`src/pshell_pkg.sv`:
```
// Purpose: Shared constants and carriers for the peripheral register shell.
// Assumes: 32-bit peripheral bus, word-only register access.
// Notes:   Offsets are byte offsets inside the peripheral window.
package pshell_pkg;

  ////////////////////////////////////////////////////////////////////////////
  // Widths
  localparam int unsigned DATA_W   = 32;   // Bus data width
  localparam int unsigned STATUS_W = 8;    // Implemented status / mask bits
  localparam int unsigned CNT_W    = 16;   // Transfer count width
  localparam int unsigned N_CHAN   = 2;    // Receive and transmit channel
  localparam int unsigned CH_RX    = 0;    // Channel index of the receiver
  localparam int unsigned CH_TX    = 1;    // Channel index of the transmitter

  ////////////////////////////////////////////////////////////////////////////
  // Register offsets (low 12 address bits, word aligned)
  localparam logic [11:0] OFF_CTRL   = 12'h000;  // Command, write-only
  localparam logic [11:0] OFF_MODE   = 12'h004;  // Configuration
  localparam logic [11:0] OFF_DATA   = 12'h008;  // Receive / transmit data
  localparam logic [11:0] OFF_STATUS = 12'h00c;  // Status, read-only
  localparam logic [11:0] OFF_SSET   = 12'h010;  // Status set shadow
  localparam logic [11:0] OFF_SCLR   = 12'h014;  // Status clear shadow
  localparam logic [11:0] OFF_IEN    = 12'h018;  // Mask enable
  localparam logic [11:0] OFF_IDIS   = 12'h01c;  // Mask disable
  localparam logic [11:0] OFF_IMASK  = 12'h020;  // Mask readback
  localparam logic [11:0] OFF_RXPTR  = 12'h030;  // Receive channel pointer
  localparam logic [11:0] OFF_RXCNT  = 12'h034;  // Receive channel count
  localparam logic [11:0] OFF_TXPTR  = 12'h038;  // Transmit channel pointer
  localparam logic [11:0] OFF_TXCNT  = 12'h03c;  // Transmit channel count

  ////////////////////////////////////////////////////////////////////////////
  // Status bit positions and reset values
  localparam int unsigned ST_RXRDY = 0;  // Receive word waiting
  localparam int unsigned ST_TXRDY = 1;  // Transmit holding free (live)
  localparam int unsigned ST_ENDRX = 2;  // Receive channel finished
  localparam int unsigned ST_ENDTX = 3;  // Transmit channel finished
  localparam logic [STATUS_W-1:0] STICKY_MASK = 8'hfd;       // All but TXRDY
  localparam logic [STATUS_W-1:0] STATUS_RST  = 8'h00;
  localparam logic [STATUS_W-1:0] MASK_RST    = 8'h00;
  localparam logic [DATA_W-1:0]   MODE_RST    = 32'h0000_0000;
  localparam logic [DATA_W-1:0]   WORD_ZERO   = 32'h0000_0000;
  localparam logic [CNT_W-1:0]    CNT_RST     = 16'h0000;

  ////////////////////////////////////////////////////////////////////////////
  // Carriers
  typedef struct packed {
    logic              sel;     // Peripheral selected by system decoder
    logic              enable;  // Access phase
    logic              write;   // 1 write, 0 read
    logic [DATA_W-1:0] addr;    // Byte address
    logic [DATA_W-1:0] wdata;   // Write data
  } bus_req_s;

  typedef struct packed {
    logic              valid;   // Request pending
    logic              write;   // 1 store to memory, 0 load
    logic [DATA_W-1:0] addr;    // Memory byte address
    logic [DATA_W-1:0] wdata;   // Store data
  } mem_req_s;

  // Memory port sequencer, Gray coded along idle -> store / idle -> load
  typedef enum logic [1:0] {
    MP_IDLE  = 2'b00,
    MP_STORE = 2'b01,
    MP_LOAD  = 2'b10
  } mem_state_e;

endpackage

```
`src/peripheral_register_shell.sv`:
```
// Purpose: Common register, interrupt and transfer shell of a peripheral.
// Assumes: Bus slave with setup/access phases, no wait states.
// Notes:   Window aliases every 4 KB inside itself; only the low 12 bits decode.
`timescale 1ns/1ps
module peripheral_register_shell #(
  parameter logic [31:0] BASE     = 32'hfffc_0000,  // Window base address
  parameter int unsigned WIN_BITS = 14,             // 14: 16 KB, 12: 4 KB
  parameter int unsigned STEP     = 1               // Bytes per channel move
) (
  // Clock and reset
  input  wire logic                          sys_clk,
  input  wire logic                          sys_rst,
  // Peripheral bus
  input  wire pshell_pkg::bus_req_s          bus_req,
  output logic      [pshell_pkg::DATA_W-1:0] bus_rdata,
  // Peripheral function side
  output logic      [pshell_pkg::DATA_W-1:0] cmd_pulse,
  output logic      [pshell_pkg::DATA_W-1:0] mode_cfg,
  input  wire logic                          rx_valid,
  input  wire logic [pshell_pkg::DATA_W-1:0] rx_data,
  output logic                               tx_valid,
  output logic      [pshell_pkg::DATA_W-1:0] tx_data,
  input  wire logic                          tx_ready,
  // Memory port of the transfer channels
  output pshell_pkg::mem_req_s               mem_req,
  input  wire logic                          mem_ack,
  input  wire logic [pshell_pkg::DATA_W-1:0] mem_rdata,
  // Interrupt source
  output logic                               irq_source
);
  import pshell_pkg::*;

  ////////////////////////////////////////////////////////////////////////////
  // Address decode
  logic        hit;       // Address inside this window
  logic [11:0] off;       // Word-aligned offset
  logic        wr_cyc;    // Write access phase
  logic        rd_setup;  // Read setup phase (data registered here)
  logic        rd_cyc;    // Read access phase

  assign hit      = bus_req.sel &&
                    (bus_req.addr[31:WIN_BITS] == BASE[31:WIN_BITS]);
  assign off      = {bus_req.addr[11:2], 2'b00};
  assign wr_cyc   = hit && bus_req.enable && bus_req.write;
  assign rd_setup = hit && !bus_req.enable && !bus_req.write;
  assign rd_cyc   = hit && bus_req.enable && !bus_req.write;

  ////////////////////////////////////////////////////////////////////////////
  // Register state
  logic [STATUS_W-1:0] sticky;     // Sticky status bits
  logic [STATUS_W-1:0] status_rd;  // Status as read
  logic [STATUS_W-1:0] mask;       // Interrupt mask
  logic [STATUS_W-1:0] hw_set;     // Status events from hardware
  logic [STATUS_W-1:0] sw_set;     // Set shadow write
  logic [STATUS_W-1:0] sw_clr;     // Clear shadow write and read side effect
  logic [DATA_W-1:0]   rx_word;    // Last received word
  logic                rx_full;    // Received word owed to memory
  mem_state_e          mstate;     // Memory port state

  // Channel wiring
  logic [DATA_W-1:0] ch_ptr    [N_CHAN];
  logic [CNT_W-1:0]  ch_cnt    [N_CHAN];
  logic [N_CHAN-1:0] ch_active;  // Count non-zero
  logic [N_CHAN-1:0] ch_done;    // Last word moved
  logic [N_CHAN-1:0] ch_move;    // Word moved this cycle
  logic [N_CHAN-1:0] ch_ptr_wr;  // Pointer register written
  logic [N_CHAN-1:0] ch_cnt_wr;  // Count register written

  ////////////////////////////////////////////////////////////////////////////
  // Transfer channels, one receive and one transmit
  assign ch_ptr_wr[CH_RX] = wr_cyc && (off == OFF_RXPTR);
  assign ch_cnt_wr[CH_RX] = wr_cyc && (off == OFF_RXCNT);
  assign ch_ptr_wr[CH_TX] = wr_cyc && (off == OFF_TXPTR);
  assign ch_cnt_wr[CH_TX] = wr_cyc && (off == OFF_TXCNT);
  assign ch_move[CH_RX]   = (mstate == MP_STORE) && mem_ack;
  assign ch_move[CH_TX]   = (mstate == MP_LOAD) && mem_ack;

  genvar gi;
  generate
    for (gi = 0; gi < N_CHAN; gi++) begin : g_chan
      // One channel per direction
      xfer_channel #(.STEP(STEP)) u_chan (
        .sys_clk (sys_clk),
        .sys_rst (sys_rst),
        .ptr_wr  (ch_ptr_wr[gi]),
        .cnt_wr  (ch_cnt_wr[gi]),
        .wdata   (bus_req.wdata),
        .move    (ch_move[gi]),
        .ptr     (ch_ptr[gi]),
        .cnt     (ch_cnt[gi]),
        .active  (ch_active[gi]),
        .done    (ch_done[gi])
      );
    end
  endgenerate

  ////////////////////////////////////////////////////////////////////////////
  // Command register: one-cycle pulse per written one
  always_ff @(posedge sys_clk or posedge sys_rst) begin
    if (sys_rst) begin
      cmd_pulse <= WORD_ZERO;
    end else if (wr_cyc && (off == OFF_CTRL)) begin
      cmd_pulse <= bus_req.wdata;
    end else begin
      cmd_pulse <= WORD_ZERO;
    end
  end

  // Configuration register
  always_ff @(posedge sys_clk or posedge sys_rst) begin
    if (sys_rst) begin
      mode_cfg <= MODE_RST;
    end else if (wr_cyc && (off == OFF_MODE)) begin
      mode_cfg <= bus_req.wdata;
    end
  end

  ////////////////////////////////////////////////////////////////////////////
  // Status events; a hardware or shadow set beats a clear in the same cycle
  always_comb begin
    hw_set           = STATUS_RST;
    hw_set[ST_RXRDY] = rx_valid && !ch_active[CH_RX];
    hw_set[ST_ENDRX] = ch_done[CH_RX];
    hw_set[ST_ENDTX] = ch_done[CH_TX];
    sw_set           = (wr_cyc && (off == OFF_SSET)) ?
                       bus_req.wdata[STATUS_W-1:0] : STATUS_RST;
    sw_clr           = (wr_cyc && (off == OFF_SCLR)) ?
                       bus_req.wdata[STATUS_W-1:0] : STATUS_RST;
    if (rd_cyc && (off == OFF_DATA)) begin
      sw_clr[ST_RXRDY] = 1'b1;  // Reading the word consumes it
    end
  end

  // Sticky status; writes to the status offset itself do nothing
  always_ff @(posedge sys_clk or posedge sys_rst) begin
    if (sys_rst) begin
      sticky <= STATUS_RST;
    end else begin
      sticky <= ((sticky & ~sw_clr) | sw_set | hw_set) & STICKY_MASK;
    end
  end

  // Live transmit-free bit joins the sticky bits
  always_comb begin
    status_rd           = sticky;
    status_rd[ST_TXRDY] = !tx_valid;
  end

  ////////////////////////////////////////////////////////////////////////////
  // Interrupt mask: enable sets, disable clears, enable wins on overlap
  always_ff @(posedge sys_clk or posedge sys_rst) begin
    if (sys_rst) begin
      mask <= MASK_RST;
    end else begin
      mask <= (mask & ~((wr_cyc && (off == OFF_IDIS)) ?
                        bus_req.wdata[STATUS_W-1:0] : STATUS_RST))
              | ((wr_cyc && (off == OFF_IEN)) ?
                 bus_req.wdata[STATUS_W-1:0] : STATUS_RST);
    end
  end

  // Masked OR forms the interrupt source
  assign irq_source = |(status_rd & mask);

  ////////////////////////////////////////////////////////////////////////////
  // Receive word capture and channel ownership flag
  always_ff @(posedge sys_clk or posedge sys_rst) begin
    if (sys_rst) begin
      rx_word <= WORD_ZERO;
    end else if (rx_valid) begin
      rx_word <= rx_data;
    end
  end

  always_ff @(posedge sys_clk or posedge sys_rst) begin
    if (sys_rst) begin
      rx_full <= 1'b0;
    end else if (rx_valid && ch_active[CH_RX]) begin
      rx_full <= 1'b1;  // New arrival wins over a store finishing
    end else if (ch_move[CH_RX]) begin
      rx_full <= 1'b0;
    end
  end

  // Transmit holding register, fed by software or by the channel
  always_ff @(posedge sys_clk or posedge sys_rst) begin
    if (sys_rst) begin
      tx_valid <= 1'b0;
      tx_data  <= WORD_ZERO;
    end else if (ch_move[CH_TX]) begin
      tx_valid <= 1'b1;
      tx_data  <= mem_rdata;
    end else if (wr_cyc && (off == OFF_DATA) && !ch_active[CH_TX]) begin
      tx_valid <= 1'b1;
      tx_data  <= bus_req.wdata;
    end else if (tx_ready) begin
      tx_valid <= 1'b0;  // Function took the word
    end
  end

  ////////////////////////////////////////////////////////////////////////////
  // Memory port sequencer, receive store has priority
  always_ff @(posedge sys_clk or posedge sys_rst) begin
    if (sys_rst) begin
      mstate  <= MP_IDLE;
      mem_req <= '0;
    end else begin
      case (mstate)
        MP_IDLE: begin
          if (rx_full && ch_active[CH_RX]) begin
            mstate  <= MP_STORE;
            mem_req <= '{valid: 1'b1, write: 1'b1, addr: ch_ptr[CH_RX], wdata: rx_word};
          end else if (ch_active[CH_TX] && !tx_valid) begin
            mstate  <= MP_LOAD;
            mem_req <= '{valid: 1'b1, write: 1'b0, addr: ch_ptr[CH_TX], wdata: WORD_ZERO};
          end
        end
        MP_STORE, MP_LOAD: begin
          if (mem_ack) begin
            mstate  <= MP_IDLE;
            mem_req <= '0;
          end
        end
        default: begin
          mstate  <= MP_IDLE;
          mem_req <= '0;
        end
      endcase
    end
  end

  ////////////////////////////////////////////////////////////////////////////
  // Read data, registered in the setup phase; unused bits read zero
  always_ff @(posedge sys_clk or posedge sys_rst) begin
    if (sys_rst) begin
      bus_rdata <= WORD_ZERO;
    end else if (rd_setup) begin
      case (off)
        OFF_MODE:   bus_rdata <= mode_cfg;
        OFF_DATA:   bus_rdata <= rx_word;
        OFF_STATUS: bus_rdata <= {{(DATA_W-STATUS_W){1'b0}}, status_rd};
        OFF_IMASK:  bus_rdata <= {{(DATA_W-STATUS_W){1'b0}}, mask};
        OFF_RXPTR:  bus_rdata <= ch_ptr[CH_RX];
        OFF_RXCNT:  bus_rdata <= {{(DATA_W-CNT_W){1'b0}}, ch_cnt[CH_RX]};
        OFF_TXPTR:  bus_rdata <= ch_ptr[CH_TX];
        OFF_TXCNT:  bus_rdata <= {{(DATA_W-CNT_W){1'b0}}, ch_cnt[CH_TX]};
        default:    bus_rdata <= WORD_ZERO;  // Write-only and unmapped
      endcase
    end
  end

  ////////////////////////////////////////////////////////////////////////////
  // Checks
  AST_CMD_PULSE: assert property (@(posedge sys_clk) disable iff (sys_rst)
    wr_cyc && (off == OFF_CTRL) |=> cmd_pulse == $past(bus_req.wdata) ##1 cmd_pulse == '0)
    else $error("command pulse wrong");

  AST_MODE_KEEP: assert property (@(posedge sys_clk) disable iff (sys_rst)
    wr_cyc && (off == OFF_MODE) |=> mode_cfg == $past(bus_req.wdata))
    else $error("mode write lost");

  AST_STATUS_RO: assert property (@(posedge sys_clk) disable iff (sys_rst)
    wr_cyc && (off == OFF_STATUS) && hw_set == '0 |=> $stable(sticky))
    else $error("status changed by write");

  AST_SET_SHADOW: assert property (@(posedge sys_clk) disable iff (sys_rst)
    wr_cyc && (off == OFF_SSET) |=>
      (sticky & $past(bus_req.wdata[STATUS_W-1:0] & STICKY_MASK))
      == $past(bus_req.wdata[STATUS_W-1:0] & STICKY_MASK))
    else $error("set shadow missed");

  AST_CLR_SHADOW: assert property (@(posedge sys_clk) disable iff (sys_rst)
    wr_cyc && (off == OFF_SCLR) && hw_set == '0 |=>
      (sticky & $past(bus_req.wdata[STATUS_W-1:0])) == '0)
    else $error("clear shadow missed");

  AST_UNUSED_ZERO: assert property (@(posedge sys_clk) disable iff (sys_rst)
    rd_setup && (off == OFF_STATUS || off == OFF_IMASK) |=> bus_rdata[31:STATUS_W] == '0)
    else $error("unused bits not zero");

  AST_IRQ_OR: assert property (@(posedge sys_clk) disable iff (sys_rst)
    irq_source |-> (sticky & mask) != '0 || (mask[ST_TXRDY] && !tx_valid))
    else $error("interrupt without cause");

  AST_MASK_EN: assert property (@(posedge sys_clk) disable iff (sys_rst)
    wr_cyc && (off == OFF_IEN) |=>
      (mask & $past(bus_req.wdata[STATUS_W-1:0])) == $past(bus_req.wdata[STATUS_W-1:0]))
    else $error("mask enable missed");

  AST_END_FLAG: assert property (@(posedge sys_clk) disable iff (sys_rst)
    ch_move[CH_RX] && !ch_cnt_wr[CH_RX] && ch_cnt[CH_RX] == 16'h0001
      |=> ##1 sticky[ST_ENDRX])
    else $error("end of receive not flagged");

  AST_CNT_STEP: assert property (@(posedge sys_clk) disable iff (sys_rst)
    ch_move[CH_TX] && !ch_cnt_wr[CH_TX] && !ch_ptr_wr[CH_TX] |=>
      ch_cnt[CH_TX] == $past(ch_cnt[CH_TX]) - 16'h0001 &&
      ch_ptr[CH_TX] == $past(ch_ptr[CH_TX]) + 32'(STEP))
    else $error("channel step wrong");

endmodule

```
`src/xfer_channel.sv`:
```
// Purpose: One pointer/count transfer channel.
// Assumes: Caller only pulses move while the channel is active.
// Notes:   Register writes win over a move in the same cycle.
`timescale 1ns/1ps
module xfer_channel #(
  parameter int unsigned STEP = 1  // Bytes advanced per move
) (
  // Clock and reset
  input  wire logic                          sys_clk,
  input  wire logic                          sys_rst,
  // Register writes
  input  wire logic                          ptr_wr,
  input  wire logic                          cnt_wr,
  input  wire logic [pshell_pkg::DATA_W-1:0] wdata,
  // Data movement
  input  wire logic                          move,
  output logic      [pshell_pkg::DATA_W-1:0] ptr,
  output logic      [pshell_pkg::CNT_W-1:0]  cnt,
  output logic                               active,
  output logic                               done
);
  import pshell_pkg::*;

  localparam logic [DATA_W-1:0] STEP_W = DATA_W'(STEP);  // Pointer step
  localparam logic [CNT_W-1:0]  ONE    = 16'h0001;       // Count step

  // Channel runs while words remain
  assign active = (cnt != CNT_RST);

  ////////////////////////////////////////////////////////////////////////////
  // Pointer: load or advance by one transfer size
  always_ff @(posedge sys_clk or posedge sys_rst) begin
    if (sys_rst) begin
      ptr <= WORD_ZERO;
    end else if (ptr_wr) begin
      ptr <= wdata;
    end else if (move && active) begin
      ptr <= ptr + STEP_W;
    end
  end

  // Count: 16 bits bound one run to 65535 moves
  always_ff @(posedge sys_clk or posedge sys_rst) begin
    if (sys_rst) begin
      cnt <= CNT_RST;
    end else if (cnt_wr) begin
      cnt <= wdata[CNT_W-1:0];
    end else if (move && active) begin
      cnt <= cnt - ONE;
    end
  end

  // End pulse when the last word moves
  always_ff @(posedge sys_clk or posedge sys_rst) begin
    if (sys_rst) begin
      done <= 1'b0;
    end else begin
      done <= move && !cnt_wr && (cnt == ONE);
    end
  end

endmodule
```
`config.mk`:
```
export PLATFORM = sky130hd
export DESIGN_NAME = peripheral_register_shell
export DESIGN_NICKNAME = d
export VERILOG_FILES = /design/src/pshell_pkg.sv /design/src/peripheral_register_shell.sv /design/src/xfer_channel.sv
export SDC_FILE = /design/constraint.sdc
export NUM_CORES = 1
export LEC_CHECK = 0
export BUFFER_PORTS_ARGS = -buffer_cell sky130_fd_sc_hd__clkbuf_2
export CAP_MARGIN = 20
export CORE_MARGIN = 2
export CORE_UTILIZATION = 50
export DETAILED_ROUTE_END_ITERATION = 12
export PLACE_DENSITY = 0.76
export SETUP_SLACK_MARGIN = 0.4
export SLEW_MARGIN = 20
export SYNTH_ARGS = -nofsm -noshare
export SYNTH_HDL_FRONTEND = slang
export SYNTH_HIERARCHICAL = 1
export SYNTH_SLANG_ARGS = --single-unit
```
`constraint.sdc`:
```
create_clock -name sys_clk -period 8.6 [get_ports sys_clk]
set_clock_uncertainty 0.2 [all_clocks]
set_input_delay 1.29 -clock sys_clk [delete_from_list [all_inputs] [get_ports sys_clk]]
set_output_delay 1.29 -clock sys_clk [all_outputs]
set_load 0.02 [all_outputs]
```
== Word level (Yosys, flattened, before mapping) ==
Index checks and enable logic that the tools add are counted.

* Add/subtract/negate cells: 4
* Eq/ne operators: 19
* Mux-type cells: 30
* Bitwise gates (word level): 8
* Reduce and logical (&&, ||, !) cells: 52

{| class="wikitable"
|+ Operators with widths
! kind !! number
|-
| case mux 32 bit (8 select lines) || 1
|-
| two-way mux 32 bit || 7
|-
| two-way mux 66 bit || 3
|-
| case mux 66 bit (2 select lines) || 1
|-
| adder 32 x 1 -> 32 bit (second input constant) || 2
|-
| two-way mux 16 bit || 4
|-
| == test 10 x 4 -> 1 bit (second input constant) || 5
|-
| == test 10 x 3 -> 1 bit (second input constant) || 4
|-
| == test 16 x 1 -> 1 bit (second input constant) || 2
|-
| two-way mux 8 bit || 4
|-
| nonzero test 16 bit || 2
|-
| subtractor 16 x 1 -> 16 bit (second input constant) || 2
|-
| logical AND 1 bit || 31
|-
| AND 8 bit || 3
|-
| == test 10 x 2 -> 1 bit (second input constant) || 2
|-
| == test 18 bit (second input constant) || 1
|-
| NOT 8 bit || 2
|-
| bitwise OR 8 bit || 2
|-
| logical NOT 12 bit || 1
|-
| nonzero test 2 bit || 6
|-
| == test 10 x 1 -> 1 bit (second input constant) || 1
|-
| bitwise OR 8 x 4 -> 8 bit || 1
|-
| OR reduction 8 bit || 1
|-
| logical NOT 1 bit || 7
|-
| other kinds (11) || 18
|}

* Flip-flop bits (word level): 343
* Input bits: 136
* Output and inout port bits: 196
* Word-level logic and storage cells: 133

== Depth between registers and ports, before layout ==
Gate-level depths: netlist of the first run.

* Depth in word-level cells: 11
* Mapped depth: 12
* Gate-level depth less buffers: 10

== By module ==
Netlist of the first run, hierarchy kept.

{| class="wikitable"
|+ Modules (own cells, without submodules)
! module !! times used !! cells each !! area each (µm²) !! seq. area each (µm²)
|-
| peripheral_register_shell || 1 || 960 || 10925.5 || 6105.9
|-
| xfer_channel || 2 || 327 || 2917.8 || 1226.2
|}

== Worst setup path before layout of the first run ==
Ideal clock, no wire load.

* Path kind: input to register
* Start point: input port bus_req[39] (netlist bit)
* End point: register g_chan[0].u_chan/ptr[13] (netlist bit)
* Library setup time: 125 ps
* Arrival time: 3685 ps
* Required time: 8275 ps
* Path slack: 4590 ps
* Stages on the path: 8
* Buffers on the path: 3
* Cell sequence: or4_1 -> clkbuf_1 -> nor3_2 -> clkbuf_1 -> nor2b_1 -> buf_1 -> clkinv_1 -> mux2_2

* Cells in the longest elaborated chain, start to end: 3
* Elaborated cells between the ends (all ways): 4
* Classes of those cells: 1 x eq/ne; 1 x mux; 2 x reduce/logical

{| class="wikitable"
|+ RTL lines
! element !! line !! text
|-
| start, declared || peripheral_register_shell.sv:14 || <nowiki>input wire pshell_pkg::bus_req_s bus_req,</nowiki>
|-
| == test 10 x 4 -> 1 bit * || peripheral_register_shell.sv:71 || <nowiki>assign ch_ptr_wr[CH_RX] = wr_cyc && (off == OFF_RXPTR);</nowiki>
|-
| logical AND 1 bit * || peripheral_register_shell.sv:71 ||
|-
| via ch_ptr_wr[0] || peripheral_register_shell.sv:66 || <nowiki>logic [N_CHAN-1:0] ch_ptr_wr;</nowiki>
|-
| two-way mux 32 bit / nonzero test 2 bit (equally long branches) || -- ||
|-
| end signal, assigned || xfer_channel.sv:36 || <nowiki>ptr <= wdata;</nowiki>
|-
| end signal, assigned || xfer_channel.sv:38 || <nowiki>ptr <= ptr + STEP_W;</nowiki>
|-
| end, declared || xfer_channel.sv:17 || <nowiki>output logic [pshell_pkg::DATA_W-1:0] ptr,</nowiki>
|}

The timed path passes the listed nets; every way through them passes the cells marked *.
A chain may end at the register's enable or synchronous reset.

== Worst setup path in the final report of the first run ==
* Start point: register g_chan[0].u_chan/cnt[0] (netlist bit)
* End point: register mem_req[44] (netlist bit)

* Cells in the longest elaborated chain, start to end: 4
* Elaborated cells between the ends (all ways): 6
* Classes of those cells: 1 x eq/ne; 2 x mux; 3 x reduce/logical

{| class="wikitable"
|+ RTL lines
! element !! line !! text
|-
| start, declared || xfer_channel.sv:18 || <nowiki>output logic [pshell_pkg::CNT_W-1:0] cnt,</nowiki>
|-
| start signal, assigned || xfer_channel.sv:47 || <nowiki>cnt <= wdata[CNT_W-1:0];</nowiki>
|-
| start signal, assigned || xfer_channel.sv:49 || <nowiki>cnt <= cnt - ONE;</nowiki>
|-
| nonzero test 16 bit * || xfer_channel.sv:28 || <nowiki>assign active = (cnt != CNT_RST);</nowiki>
|-
| via ch_active[0] || peripheral_register_shell.sv:63 || <nowiki>logic [N_CHAN-1:0] ch_active;</nowiki>
|-
| logical AND 1 bit * || peripheral_register_shell.sv:210 || <nowiki>if (rx_full && ch_active[CH_RX]) begin</nowiki>
|-
| two-way mux 66 bit / != test 3 bit (equally long branches) || -- ||
|-
| case mux 66 bit (2 select lines) / AND reduction 2 bit (equally long branches) || -- ||
|-
| end signal, assigned || peripheral_register_shell.sv:212 || <nowiki>mem_req <= '{valid: 1'b1, write: 1'b1, addr: ch_ptr[CH_RX], wdata: rx_word};</nowiki>
|-
| end signal, assigned || peripheral_register_shell.sv:215 || <nowiki>mem_req <= '{valid: 1'b1, write: 1'b0, addr: ch_ptr[CH_TX], wdata: WORD_ZERO};</nowiki>
|-
| end, declared || peripheral_register_shell.sv:25 || <nowiki>output pshell_pkg::mem_req_s mem_req,</nowiki>
|}

Marks and branches as above.

==> impl_metrics.tcl, run 1 <==
set metrics [dict create \
    grt_start_max_net_pins 140 \
    drive_above_1_share_pct 27.68 \
    finalMaxSlewViolations 0 \
    status "finished, final reports clean" \
    drc_errors 0 \
    total_leakage_power_uw 0.009074 \
    worstMarginPinSlew_ns 1.036 \
    vdd_drop_max_v 0.0001646 \
    nNetsFinal 2039 \
    dpl.hpwl_mm 39.33 \
    portBuffers 327 \
    setup_ws_ns 3.783 \
    dr.pass1.iters 6 \
    floorplan.rows 67 \
    cts_setup_buffers 0 \
    async_reset_ff_share_pct 100.0 \
    path_cells "inv_1 -> ha_1 -> or3b_2 -> nor4_4 -> buf_4 -> inv_1 -> a21boi_4 -> o21ai_0 -> nand2_4 -> nor2_1 -> a221o_1" \
    rrSetupSlack_ns 3.78 \
    synth.avg_cell_area_sq_um 10.38 \
    critical_path.max_stage_delay_ns 0.88 \
    worst_path_max_delay_cell "nand2_4" \
    ys_ff_latch 342 \
    start_util_pct 50.36 \
    crit_start "g_chan[0].u_chan/cnt[0]$_DFFE_PP0P_" \
    die_h_um 187.1 \
    yosysUniqueCellTypes 68 \
    clock_sink_count 342 \
    grt_pass1_vias 14305 \
    crit_fanout 98 \
    syn_nets 1759 \
    crit_path_frequent_cell "inv_1" \
    detailedRoute.firstIterationViolations 1604 \
    grtUsageTotal_pct 31.82 \
    setup_tns_ns 0 \
    grt-ovfl-total 0 \
    r2r_start "g_chan[0].u_chan/cnt[0]$_DFFE_PP0P_" \
    total_power_uw 5016 \
    clk_pin_slew_worst_paths_ns 0.06 \
    ys.flop_type "dfrtp_1" \
    max_slew_margin_pct 30.97 \
    drtAntennaViolNets 0 \
    antenna_found_initial 0 \
    min_path_cells 1 \
    top_level_ports 332 \
    grt_pass1_wl_mm 86.02 \
    cp_data_arrival_time_ns 5.02 \
    setup_viol 0 \
    yosys_warnings 6 \
    min_to "sticky[2]$_DFF_PP0_" \
    vias_per_cell 6.287 \
    gp_congestion 0.9670 \
    critPathBufInv 3 \
    layout_min_cycle_time_ns 4.817 \
    utilization_pct 60.08 \
    path_delay_family "simple AND/OR/NAND/NOR gates" \
    max-cap-violations 0 \
    period_share_pct 56.01 \
    fp.dieW_um 187.1 \
    htreeDepth 2 \
    worstReg2RegEnd "mem_req[44]$_DFFE_PP0P_" \
    hold_start "g_chan[0].u_chan/done$_DFF_PP0_" \
    hold_ws_ns 0.2514 \
    clk_latency_ns 0.55 \
    ys_seq_area_share_pct 51.06 \
    num_vias 14901 \
    drt-wirelength-per-cell_um 23.70 \
    rsz0062_at_grt "false" \
    worstSetupStartpointType "flip-flop" \
    synth-edff-count 0 \
    tritoncts "built" \
    cts.repair.resized 0 \
    ff2ff_path_depth 11 \
    synthCells 1614 \
    powerDensity_mw_per_mm2 250.9 \
    diodes 0 \
    max_freq_mhz 207.6 \
    worstSetupPathType "flip-flop to flip-flop" \
    cts_buffers 38 \
    finalWirelength_mm 56.17 \
    critPathRequiredTime_ns 8.80 \
    dieArea_sq_mm 0.03500 \
    clockBufferDepth 3 \
    syn_to_final_growth_pct 19.29 \
    min_path_type "flip-flop to flip-flop" \
    crit_path_end_kind "flip-flop" \
    clockRootBuffer "clkbuf_16" \
    hold_buffers 0 \
    core_area_sq_mm 0.03328 \
    synthesis.area_sq_mm 0.01676 \
    pre_cts_ws_ns 3.895 \
    finalHoldViolations 0 \
]
[Yosys cell counts, types with 12 or more instances]
master | count | area [sq um]
nand4_1 | 36 | 225.2
xnor2_1 | 58 | 508.0
dfrtp_1 | 342 | 8558
mux2_2 | 78 | 878.3
nor3_1 | 31 | 155.2
o2bb2ai_1 | 23 | 201.4
clkbuf_1 | 79 | 296.5
xor2_1 | 25 | 219.0
inv_1 | 18 | 67.56
a221o_1 | 34 | 340.3
nor2_1 | 133 | 499.2
buf_2 | 14 | 70.07
or4_1 | 12 | 90.09
mux2i_1 | 15 | 150.1
a21oi_1 | 22 | 110.1
nor4_1 | 42 | 262.8
a22oi_1 | 25 | 187.7
and2_1 | 42 | 262.8
o21ai_0 | 111 | 555.5
nand2_1 | 181 | 679.4
a22o_1 | 62 | 543.0
nand3_1 | 43 | 215.2
[final cells by class]
cell class	count	area [sq um]
flip-flops and latches	342	8558
clock inverters	16	201.4
well taps	448	560.5
fillers	2809	13290
clock buffers	52	1054
inverters	21	86.33
multi-input cells	1138	7690
repair buffers	353	1844
[registers in the layout, indices dropped and copies added (netlist names)]
name / count
bus_rdata: 32
cmd_pulse: 32
g_chan.u_chan/cnt: 32
g_chan.u_chan/done: 2
g_chan.u_chan/ptr: 64
mask: 8
mem_req: 65
mode_cfg: 32
mstate: 2
rx_full: 1
rx_word: 32
sticky: 7
tx_data: 32
tx_valid: 1
[how the worst max path moves through the flow]
stage / slack (ns) / to / cells past startpoint
after floorplan: 0.41 / bus_rdata[0]$_DFFE_PP0P_ / 1
after global placement: 3.90 / mem_req[44]$_DFFE_PP0P_ / 11
after detailed placement: 3.89 / mem_req[47]$_DFFE_PP0P_ / 11
after CTS: 3.87 / mem_req[44]$_DFFE_PP0P_ / 11
after global routing: 3.51 / mem_req[44]$_DFFE_PP0P_ / 11
final: 3.78 / mem_req[44]$_DFFE_PP0P_ / 11
[per-stage QoR]
step / instances / instance area, sq um
4_1_cts: 2370 / 19990
2_1_floorplan: 1614 / 16760
5_1_grt: 2370 / 19990
3_5_place_dp: 2302 / 18730
6_report: 2370 / 19990
3_3_place_gp: 2302 / 18730
[cell usage in the layout (no fill, tap or decap), types with 7 or more instances in the layout]
cell type / Yosys / layout
and3_1: 8 / 8
mux2i_1: 15 / 15
a21oi_1: 22 / 22
inv_1: 18 / 15
clkinv_2: 0 / 8
a211oi_1: 8 / 8
o22ai_1: 11 / 11
xnor2_1: 58 / 58
or4_1: 12 / 12
o2bb2ai_1: 23 / 23
and2_1: 42 / 42
a221oi_1: 11 / 11
a22oi_1: 25 / 25
nor3_1: 31 / 28
a22o_1: 62 / 62
nor4_1: 42 / 40
o21a_1: 7 / 7
o22a_1: 8 / 8
clkbuf_1: 79 / 9
clkbuf_2: 0 / 327
ha_1: 9 / 9
a221o_1: 34 / 34
nand3_1: 43 / 43
a32oi_1: 7 / 7
nor2_1: 133 / 132
nand4_1: 36 / 36
nand2_1: 181 / 180
a222oi_1: 8 / 8
xor2_1: 25 / 25
dfrtp_1: 342 / 342
mux2_2: 78 / 78
buf_4: 3 / 25
clkbuf_16: 0 / 38
o21ai_0: 111 / 111
[routing by layer]
metal  up-vias  wire length (um)  global-route usage, %
met3       127              6232                  7.280
met1      7346             23850                  46.22
met2       940             24290                  47.30
met4         0              1794                  10.50
li1       6488                 -                      -
met5         -                 0                      0
[power breakdown]
| part | leakage (uW) | internal [uW] | switching (uW) |
|---|---|---|---|
| Combinational | 0.00393 | 452 | 799 |
| Sequential | 0.00453 | 1860 | 253 |
| Clock | 0.000619 | 982 | 670 |
| Total | 0.00907 | 3290 | 1720 |
[logic make-up after synthesis]
| family | after synthesis | share of synthesized area, % |
|---|---|---|
| DFF | 342 | 51.06 |
| buffers and inverters | 134 | 3.486 |
| muxes | 98 | 6.741 |
| AOI/OAI and AO/OA | 365 | 15.80 |
| adders and majority gates | 9 | 0.6719 |
| xor gates and xnor gates | 83 | 4.337 |
| and+or+nand+nor | 583 | 17.91 |
Power figures use the tool's default switching activity.
==> inputs of run 2 (changes only) <==
- clock period: 8.6 -> 4.4 ns (I/O delays scaled with it)
==> run 2 against run 1 <==
Compared with the run above:
- maximum frequency increased by 33%
- core utilization increased by 0.49 points
- flip-flop and latch count unchanged
- setup slack got worse by 3.0 ns
- largest power group unchanged
- highest routed layer is now met5
==> impl_metrics.tcl, run 2 (synthesis results as in run 1) <==
set metrics [dict create \
    status "finished, final reports clean" \
    clk_pin_slew_worst_paths_ns 0.08 \
    cts.repair.resized 0 \
    detailedRoute.firstIterationViolations 1668 \
    powerDensity_mw_per_mm2 495.5 \
    setup_viol 0 \
    crit_path_end_kind "flip-flop" \
    r2r_start "g_chan[0].u_chan/cnt[0]$_DFFE_PP0P_" \
    grt_pass1_wl_mm 87.00 \
    final_cell_mix "dfrtp_1 (342), clkbuf_2 (327), nand2_1 (180)" \
    vdd_drop_max_v 0.0003877 \
    largest_registers "mem_req: 65 flops, g_chan.u_chan/ptr: 64 flops" \
    total_leakage_power_uw 0.009152 \
    critical_path.max_stage_delay_ns 0.57 \
    crit_path_frequent_cell "inv_1" \
    num_vias 14968 \
    finalHoldViolations 0 \
    start_util_pct 50.36 \
    layout_min_cycle_time_ns 3.618 \
    drt-wirelength-per-cell_um 23.96 \
    path_cells "inv_1 -> ha_1 -> or3b_2 -> nor4_4 -> inv_1 -> a21boi_2 -> o21ai_0 -> nand2_4 -> buf_4 -> nor2_1 -> a221o_1" \
    worstMarginPinSlew_ns 1.083 \
    hold_ws_ns 0.001227 \
    clockBufferDepth 3 \
    cts_buffers 39 \
    top_level_ports 332 \
    largest_register_ffs 65 \
    max_freq_mhz 276.4 \
    drc_errors 0 \
    die_h_um 187.1 \
    setup_tns_ns 0 \
    finalWirelength_mm 57.03 \
    max_slew_margin_pct 27.13 \
    period_share_pct 82.22 \
    portBuffers 327 \
    min_path_type "input pin to asynchronous set/reset pin" \
    grt_start_max_net_pins 72 \
    fp.dieW_um 187.1 \
    diodes 0 \
    vias_per_cell 6.289 \
    crit_start "g_chan[0].u_chan/cnt[0]$_DFFE_PP0P_" \
    max-cap-violations 0 \
    tritoncts "built" \
    clockRootBuffer "clkbuf_16" \
    grtUsageTotal_pct 32.19 \
    worstSetupStartpointType "flip-flop" \
    floorplan.rows 67 \
    drive_above_1_share_pct 28.11 \
    htreeDepth 2 \
    worstSetupPathType "flip-flop to flip-flop" \
    nNetsFinal 2049 \
    regMostFlops "mem_req" \
    clk_latency_ns 0.55 \
    dr.pass1.iters 6 \
    finalMaxSlewViolations 0 \
    hold_buffers 0 \
    dpl.hpwl_mm 40.48 \
    critPathBufInv 3 \
    crit_fanout 30 \
    cts_setup_buffers 0 \
    gp_congestion 0.9392 \
    cp_data_arrival_time_ns 3.82 \
    final_common_cell "dfrtp_1" \
    drtAntennaViolNets 0 \
    critPathRequiredTime_ns 4.60 \
    worst_path_max_delay_cell "or3b_2" \
    antenna_found_initial 1 \
    rsz0062_at_grt "false" \
    grt-ovfl-total 0 \
    grt_pass1_vias 14530 \
    syn_to_final_growth_pct 20.27 \
    core_area_sq_mm 0.03328 \
    path_delay_family "simple AND/OR/NAND/NOR gates" \
    clock_sink_count 342 \
    dieArea_sq_mm 0.03500 \
]
-- run 2: cell types whose count changed in the layout (fill, tap and decap cells not counted), moves of 2 or more --
| cell | change |
|---|---|
| buf_12 | +3 |
| clkinvlp_4 | +2 |
| clkbuf_1 | -2 |
| clkbuf_8 | +2 |
| clkbuf_16 | +2 |
| buf_4 | +6 |
-- run 2: through the flow --
step,util (%),worst slack (ns),total power (uW),area [sq um],instances
after global placement,56.60,0.8121,6539,18840,2311
final,60.57,0.7823,9988,20160,2380
after CTS,60.57,0.8750,9974,20160,2380
after global routing,60.57,0.6171,10380,20160,2380
after detailed placement,56.60,0.7660,6631,18840,2311
after floorplan,-,0.3362,5678,16760,1614
-- run 2: power breakdown --
group	internal [uW]	switching, uW
combinational	916	1580
sequential	3640	498
clock	2020	1330
-- run 2: layout make-up --
type	instances	area, sq um
Timing Repair Buffer	362	1949
Fill cell	2793	13120
Inverter	21	83.83
Clock inverter	15	195.2
Multi-Input combinational cell	1138	7687
Sequential cell	342	8558
Clock buffer	54	1124
Tap cell	448	560.5
-- run 2: path summary, 6_finish.rpt --
kind / slack [ns] / depth (start not counted) / endpoint
worst max-delay path: 0.78 / 11 / mem_req[43]$_DFFE_PP0P_
worst min-delay path: 0.001 / 2 / mode_cfg[3]$_DFFE_PP0P_
worst max register to register: 0.78 / 11 / mem_req[43]$_DFFE_PP0P_
worst min register to register: 0.26 / 1 / sticky[2]$_DFF_PP0_
max in group asynchronous: 2.90 / 3 / tx_data[16]$_DFFE_PP0P_
min in group sys_clk: 0.13 / 2 / tx_valid$_DFFE_PP0P_
-- run 2: routing by layer --
layer	part of all wire, %	routed length, um	track usage [%]
met5	0.019	11	0
met4	3.8	2165	11.90
met1	42	24050	46.73
met2	43	24270	46.68
met3	11	6538	8.105
